**src/strap_pkg.sv**
```systemverilog
// Package: constants and carrier type for the strap sampler and LED driver.
package strap_pkg;

	// ----------------------------------------------------------------
	// Sizes
	// ----------------------------------------------------------------
	localparam int MAX_PORTS = 4;

	// ----------------------------------------------------------------
	// Configuration source select codes
	// ----------------------------------------------------------------
	localparam logic [1:0] CFG_DEFAULT     = 2'h0;
	localparam logic [1:0] CFG_SERIAL_MGMT = 2'h1;
	localparam logic [1:0] CFG_BUS_POWERED = 2'h2;
	localparam logic [1:0] CFG_CONFIG_MEM  = 2'h3;

	// ----------------------------------------------------------------
	// Fixed-port strap decode, one bit per downstream port
	// ----------------------------------------------------------------
	localparam logic [1:0] PAIR_NONE = 2'h0;
	localparam logic [1:0] PAIR_P1   = 2'h1;
	localparam logic [1:0] PAIR_P12  = 2'h2;
	localparam logic [1:0] PAIR_P123 = 2'h3;

	localparam logic [MAX_PORTS-1:0] MASK_NONE = 4'h0;
	localparam logic [MAX_PORTS-1:0] MASK_P1   = 4'h1;
	localparam logic [MAX_PORTS-1:0] MASK_P12  = 4'h3;
	localparam logic [MAX_PORTS-1:0] MASK_P123 = 4'h7;

	// ----------------------------------------------------------------
	// Captured configuration
	// ----------------------------------------------------------------
	typedef struct packed {
		logic [1:0]           cfg_select;
		logic                 straps_enabled;
		logic [1:0]           fixed_port_strap_pair;
		logic [MAX_PORTS-1:0] fixed_port_mask;
		logic                 compound_device;
		logic                 led_active_low;
		logic [MAX_PORTS-1:0] charge_enable;
	} strap_cfg_t;

	localparam strap_cfg_t STRAP_CFG_RESET = '0;

endpackage

```
**src/strap_sample_led_polarity.sv**
```systemverilog
// Strap capture at reset release and shared activity LED pin driver.
`timescale 1ns/100ps
module strap_sample_led_polarity #(
	parameter int NUM_PORTS = 4
) (
	// Clock and reset
	input  wire logic                           sys_clk,
	input  wire logic                           reset,
	// Board strap and detect pins
	input  wire logic [1:0]                     cfg_select,
	input  wire logic                           fixed_port_strap_lo,
	input  wire logic                           fixed_port_strap_hi,
	input  wire logic [strap_pkg::MAX_PORTS-1:0] charge_enable_strap,
	input  wire logic                           self_power_detect,
	// Hub state
	input  wire logic                           hub_configured,
	input  wire logic                           hub_suspended,
	// Shared LED pin drive
	output logic                                activity_status_led_out,
	output logic                                activity_status_led_oe,
	// Captured configuration and status
	output strap_pkg::strap_cfg_t               strap_cfg,
	output logic                                config_valid,
	output logic                                self_powered
);

	// ----------------------------------------------------------------
	// Capture
	// ----------------------------------------------------------------
	localparam logic [strap_pkg::MAX_PORTS-1:0] PORT_PRESENT =
		{strap_pkg::MAX_PORTS{1'b1}} >> (strap_pkg::MAX_PORTS - NUM_PORTS);

	strap_pkg::strap_cfg_t cfg_q;
	strap_pkg::strap_cfg_t cfg_d;
	logic                  captured_q;
	logic                  led_out_q;
	logic                  led_oe_q;
	logic                  self_powered_q;

	always_comb begin
		cfg_d = strap_pkg::STRAP_CFG_RESET;
		cfg_d.cfg_select = cfg_select;
		// Serial management and configuration memory setups ignore straps.
		cfg_d.straps_enabled = (cfg_select == strap_pkg::CFG_DEFAULT) ||
			(cfg_select == strap_pkg::CFG_BUS_POWERED);
		if (cfg_d.straps_enabled) begin
			cfg_d.fixed_port_strap_pair =
				{fixed_port_strap_hi, fixed_port_strap_lo};
			cfg_d.charge_enable = charge_enable_strap & PORT_PRESENT;
		end
		unique case (cfg_d.fixed_port_strap_pair)
			strap_pkg::PAIR_NONE: cfg_d.fixed_port_mask = strap_pkg::MASK_NONE;
			strap_pkg::PAIR_P1:   cfg_d.fixed_port_mask = strap_pkg::MASK_P1;
			strap_pkg::PAIR_P12:  cfg_d.fixed_port_mask = strap_pkg::MASK_P12;
			strap_pkg::PAIR_P123: cfg_d.fixed_port_mask = strap_pkg::MASK_P123;
		endcase
		cfg_d.fixed_port_mask = cfg_d.fixed_port_mask & PORT_PRESENT;
		cfg_d.compound_device = |cfg_d.fixed_port_mask;
		// The LED shares the low strap pin, so its own value sets polarity while straps are enabled; otherwise it is active high.
		cfg_d.led_active_low = cfg_d.fixed_port_strap_pair[0];
	end

	// The first edge after release takes the pins; later edges hold them.
	always_ff @(posedge sys_clk or posedge reset) begin
		if (reset) begin
			captured_q <= 1'b0;
			cfg_q      <= strap_pkg::STRAP_CFG_RESET;
		end else if (!captured_q) begin
			captured_q <= 1'b1;
			cfg_q      <= cfg_d;
		end
	end

	// ----------------------------------------------------------------
	// Shared LED pin
	// ----------------------------------------------------------------
	// The driver stays off until the strap is safely held, so the board
	// resistor alone sets the pin level while it is being sampled.
	always_ff @(posedge sys_clk or posedge reset) begin
		if (reset) begin
			led_oe_q  <= 1'b0;
			led_out_q <= 1'b0;
		end else begin
			led_oe_q  <= captured_q;
			led_out_q <= captured_q &
				((hub_configured & ~hub_suspended) ^
				cfg_q.led_active_low);
		end
	end

	// ----------------------------------------------------------------
	// Self-power detect
	// ----------------------------------------------------------------
	always_ff @(posedge sys_clk or posedge reset) begin
		if (reset) begin
			self_powered_q <= 1'b0;
		end else begin
			self_powered_q <= self_power_detect;
		end
	end

	assign activity_status_led_out = led_out_q;
	assign activity_status_led_oe  = led_oe_q;
	assign strap_cfg               = cfg_q;
	assign config_valid            = captured_q;
	assign self_powered            = self_powered_q;
endmodule

```
**config.mk**
```make
export PLATFORM = sky130hd
export DESIGN_NAME = strap_sample_led_polarity
export DESIGN_NICKNAME = d
export VERILOG_FILES = /design/src/strap_pkg.sv /design/src/strap_sample_led_polarity.sv
export SDC_FILE = /design/constraint.sdc
export NUM_CORES = 1
export LEC_CHECK = 0
export ABC_AREA = 1
export BUFFER_PORTS_ARGS = -buffer_cell sky130_fd_sc_hd__clkbuf_2
export CAP_MARGIN = 20
export CORE_MARGIN = 3
export CORE_UTILIZATION = 30
export CTS_BUF_LIST = sky130_fd_sc_hd__clkbuf_8
export DETAILED_ROUTE_END_ITERATION = 8
export PLACE_DENSITY = 0.68
export SLEW_MARGIN = 10
export SYNTH_ARGS = -nofsm -noshare
export SYNTH_HDL_FRONTEND = slang
export SYNTH_SLANG_ARGS = --single-unit
```
**constraint.sdc**
```tcl
create_clock -name sys_clk -period 1 [get_ports sys_clk]
set_clock_uncertainty 0.15 [all_clocks]
set_input_delay 0.1 -clock sys_clk [delete_from_list [all_inputs] [get_ports sys_clk]]
set_output_delay 0.1 -clock sys_clk [all_outputs]
set_load 0.1 [all_outputs]
```
After elaboration in Yosys (flattened, before gate mapping). Cells that the tools add are included.

Input port bits: 13. Flip-flop bits (word level): 19. Word-level logic and storage cells: 26. Output and inout port bits: 19.

Bitwise gates (word level): 4. Reductions and logical operators: 4. Eq/ne operators: 4. Mux-type cells: 3.

Operators with widths (count): case mux 4 bit (4 select lines) (1); == test 2 bit (second input constant) (3); logical NOT 2 bit (2); 2-to-1 mux 4 bit (1); OR reduction 4 bit (1); AND 1 bit (2); == test 2 x 1 -> 1 bit (second input constant) (1); 2-to-1 mux 2 bit (1); logical OR 1 bit (1); inverter 1 bit (1); bitwise XOR 1 bit (1).

Logic depth before layout (Yosys ltp).
Depth in word-level cells: 6. Mapped depth: 4. Mapped depth without buffers: 4.

Worst setup path after synthesis. OpenSTA, ideal clock, no wires.

Path type: register -> output. From: register cfg_q (netlist bit strap_cfg[10]). To: output strap_cfg[10] (netlist bit). Stages on the path, launching flop included: 2. Path buffers: 1. Setup slack: -0.622 ns. Arrival: 1.372 ns. Required time: 0.750 ns. Cell sequence: dfrtp_1 -> buf_4.

RTL lines: start, declared (line strap_sample_led_polarity.sv:33) `strap_pkg::strap_cfg_t cfg_q;`; start signal, assigned (line strap_sample_led_polarity.sv:67) `cfg_q <= strap_pkg::STRAP_CFG_RESET;`; start signal, assigned (line strap_sample_led_polarity.sv:70) `cfg_q <= cfg_d;`; end, declared (line strap_sample_led_polarity.sv:22) `output strap_pkg::strap_cfg_t strap_cfg,`.

No word-level cell between the ends.

Worst setup path in the final report.
From: register captured_q (netlist: config_valid). To: output config_valid.

RTL lines: start, declared (line strap_sample_led_polarity.sv:35) `logic captured_q;`; start signal, assigned (line strap_sample_led_polarity.sv:66) `captured_q <= 1'b0;`; start signal, assigned (line strap_sample_led_polarity.sv:69) `captured_q <= 1'b1;`; end, declared (line strap_sample_led_polarity.sv:23) `output logic config_valid,`.

No word-level cell between the ends.

==> results.cfg <==
[status]
run_status = finished, violations left
failed_checks = negative setup slack

[critical_path]
arrival_ns = 1.01
start_kind = flip-flop
cp_data_required_time_ns = 0.75
path_class = flip-flop to primary output
end_kind = primary output
worstPathMaxFanout = 4

[clocking]
cts_buffers = 3
cts_tree = done
path_clk_slew_ns = 0.06
clock_path_buffers = 2
cts_max_level = 1
clk_latency_ns = 0.24
clockRootBuffer = clkbuf_8
clock_sinks = 15

[layout]
antennaDiodeCount = 0
drive_above_1_share_pct = 59.8
syn2layout_area_growth_pct = 114
utilization_pct = 70.4
final_nets = 121
fin_cells = 132

[timing]
setup_tns_ns = -4.57
setup_slack_ns = -0.259
clock.fmax_mhz = 794
rsz0062_at_grt = true
finalHoldViolCount = 0
layout_min_cycle_time_ns = 1.26
slew_violations = 0
min_period_over_period_pct = 126
setup-violations-final = 30

[floorplanning]
core_mm2 = 0.00178
die_x_um = 50.2
num_rows = 15
io_pins = 32
initial_core_util_pct = 32.8
chipHeight_um = 50.2
die-area_mm2 = 0.00252

[place]
port-buffer-count = 30
dpl.hpwl_um = 986
place_ws_ns = -0.0793
gp_congestion = 0.648
place_inst = 114

[routing]
firstDrtPassIters = 4
drc = 0
viasPerCell = 4.07
vias = 537
wl_um = 1420
initialDrtViolationCount = 1
wl_per_cell_um = 10.8
ant_nets = 0

[power]
ir_drop_uv = 968
p_per_area_mw_per_mm2 = 1630
cellLeakagePower_nw = 0.604
total_power_mw = 2.05

[synth]
syn_area_per_cell_um2 = 9.76
synth.distinct_cells = 13
synthCells = 60
yosysWarnings = 0
ys_ff_latch = 15
synth.yosys.seq_area_share_pct = 64.1
syn_area_um2 = 586
syn_nets = 73

[global_route]
antenna_found_initial = 0
grt_max_degree = 16
grt_first_pass_wirelength_um = 2390
grt_pass1_vias = 549
gr-total-overflow = 0
track_usage_pct = 12.9

[run]
cap_viol_max_count = 0

[min_path]
hold_class = input port to flip-flop
[logic make-up after synthesis]
kind of cell | after synthesis | share of synthesized area (%)
and+or+nand+nor | 33 | 23.9
AOI/OAI and AO/OA | 2 | 1.71
DFF | 15 | 64.1
other | 2 | 1.28
buffers and inverters | 8 | 8.97
[synthesized netlist by cell type, drive strengths merged]
cell / count / area (µm²)
nand2: 26 / 100
o21ai: 1 / 5.00
buf: 5 / 41.3
dfrtp: 15 / 375
inv: 3 / 11.3
nand3: 3 / 15.0
nor2: 4 / 25.0
conb: 2 / 7.51
a21oi: 1 / 5.00
[layer usage]
layer	vias to the layer above	routed length, µm	share of wire (%)	GRT usage, %
li1	267	-	-	-
met1	247	527	37	13.6
met2	21	772	54	23.5
met3	2	114	8.0	3.56
met4	0	8	0.56	5.53
met5	-	0	0	0
[path summary, 6_finish.rpt]
path / from / to / slack (ns) / cells past startpoint
max in group asynchronous: reset / strap_cfg[14] / 0.26 / 4
max reg2reg: config_valid / strap_cfg[8] / -0.25 / 4
min in group asynchronous: reset / strap_cfg[8] / 0.25 / 4
max: config_valid / config_valid / -0.26 / 2
min reg2reg: strap_cfg[14] / strap_cfg[14] / 0.37 / 2
min: hub_configured / activity_status_led_out / 0.002 / 3
[layout make-up]
class	instances	area [µm²]
clock inverters	1	3.75
clock buffers	3	41.3
fillers	120	528
multi-input cells	37	179
well taps	25	31.3
flip-flops and latches	15	404
inverters	3	11.3
repair buffers	48	584
[registers in the layout, summed over array words and instances (netlist names)]
name,count
activity_status_led_oe,1
activity_status_led_out,1
config_valid,1
self_powered,1
strap_cfg,11
[cell usage in the layout (no fill, tap or decap)]
cell type,count
conb_1,2
nor2_2,1
buf_12,18
nand3_1,2
dfrtp_4,4
inv_2,1
a21oi_1,1
nor2_1,2
nor2_4,1
inv_1,3
nand2_1,23
clkbuf_8,3
nand3_2,1
dlygate4sd3_1,10
buf_6,1
clkbuf_2,12
dfrtp_2,11
buf_4,7
o21ai_4,1
nand2_2,3
[per-stage QoR]
| step | area [µm²] | hold slack, ns |
|---|---|---|
| after floorplan | 634 | -0.149 |
| after global placement | 1050 | -0.0654 |
| final | 1250 | 0.00188 |
| after detailed placement | 1050 | -0.0568 |
| after CTS | 1230 | 0.00173 |
| after global routing | 1250 | 0.0160 |
[power breakdown]
part / switching [mW] / internal (mW) / total, mW
Combinational: 0.548 / 0.310 / 0.858
Clock: 0.195 / 0.271 / 0.466
Sequential: 0.0570 / 0.669 / 0.726
Total: 0.800 / 1.25 / 2.05
[critical path: stages, from the launching register on]
cell and delay, ns:
dfrtp_4 0.48, buf_6 0.13, buf_12 0.16
[what timing repair did]
action                                  4_1_cts  5_1_grt
pin swaps                                     0        9
setup buffers                                 2        2
hold endpoints to repair                     26        0
hold buffers                                 10        0
endpoints found under the setup margin       30       30
resized for setup                             3        5
Power figures use the tool's default switching activity.
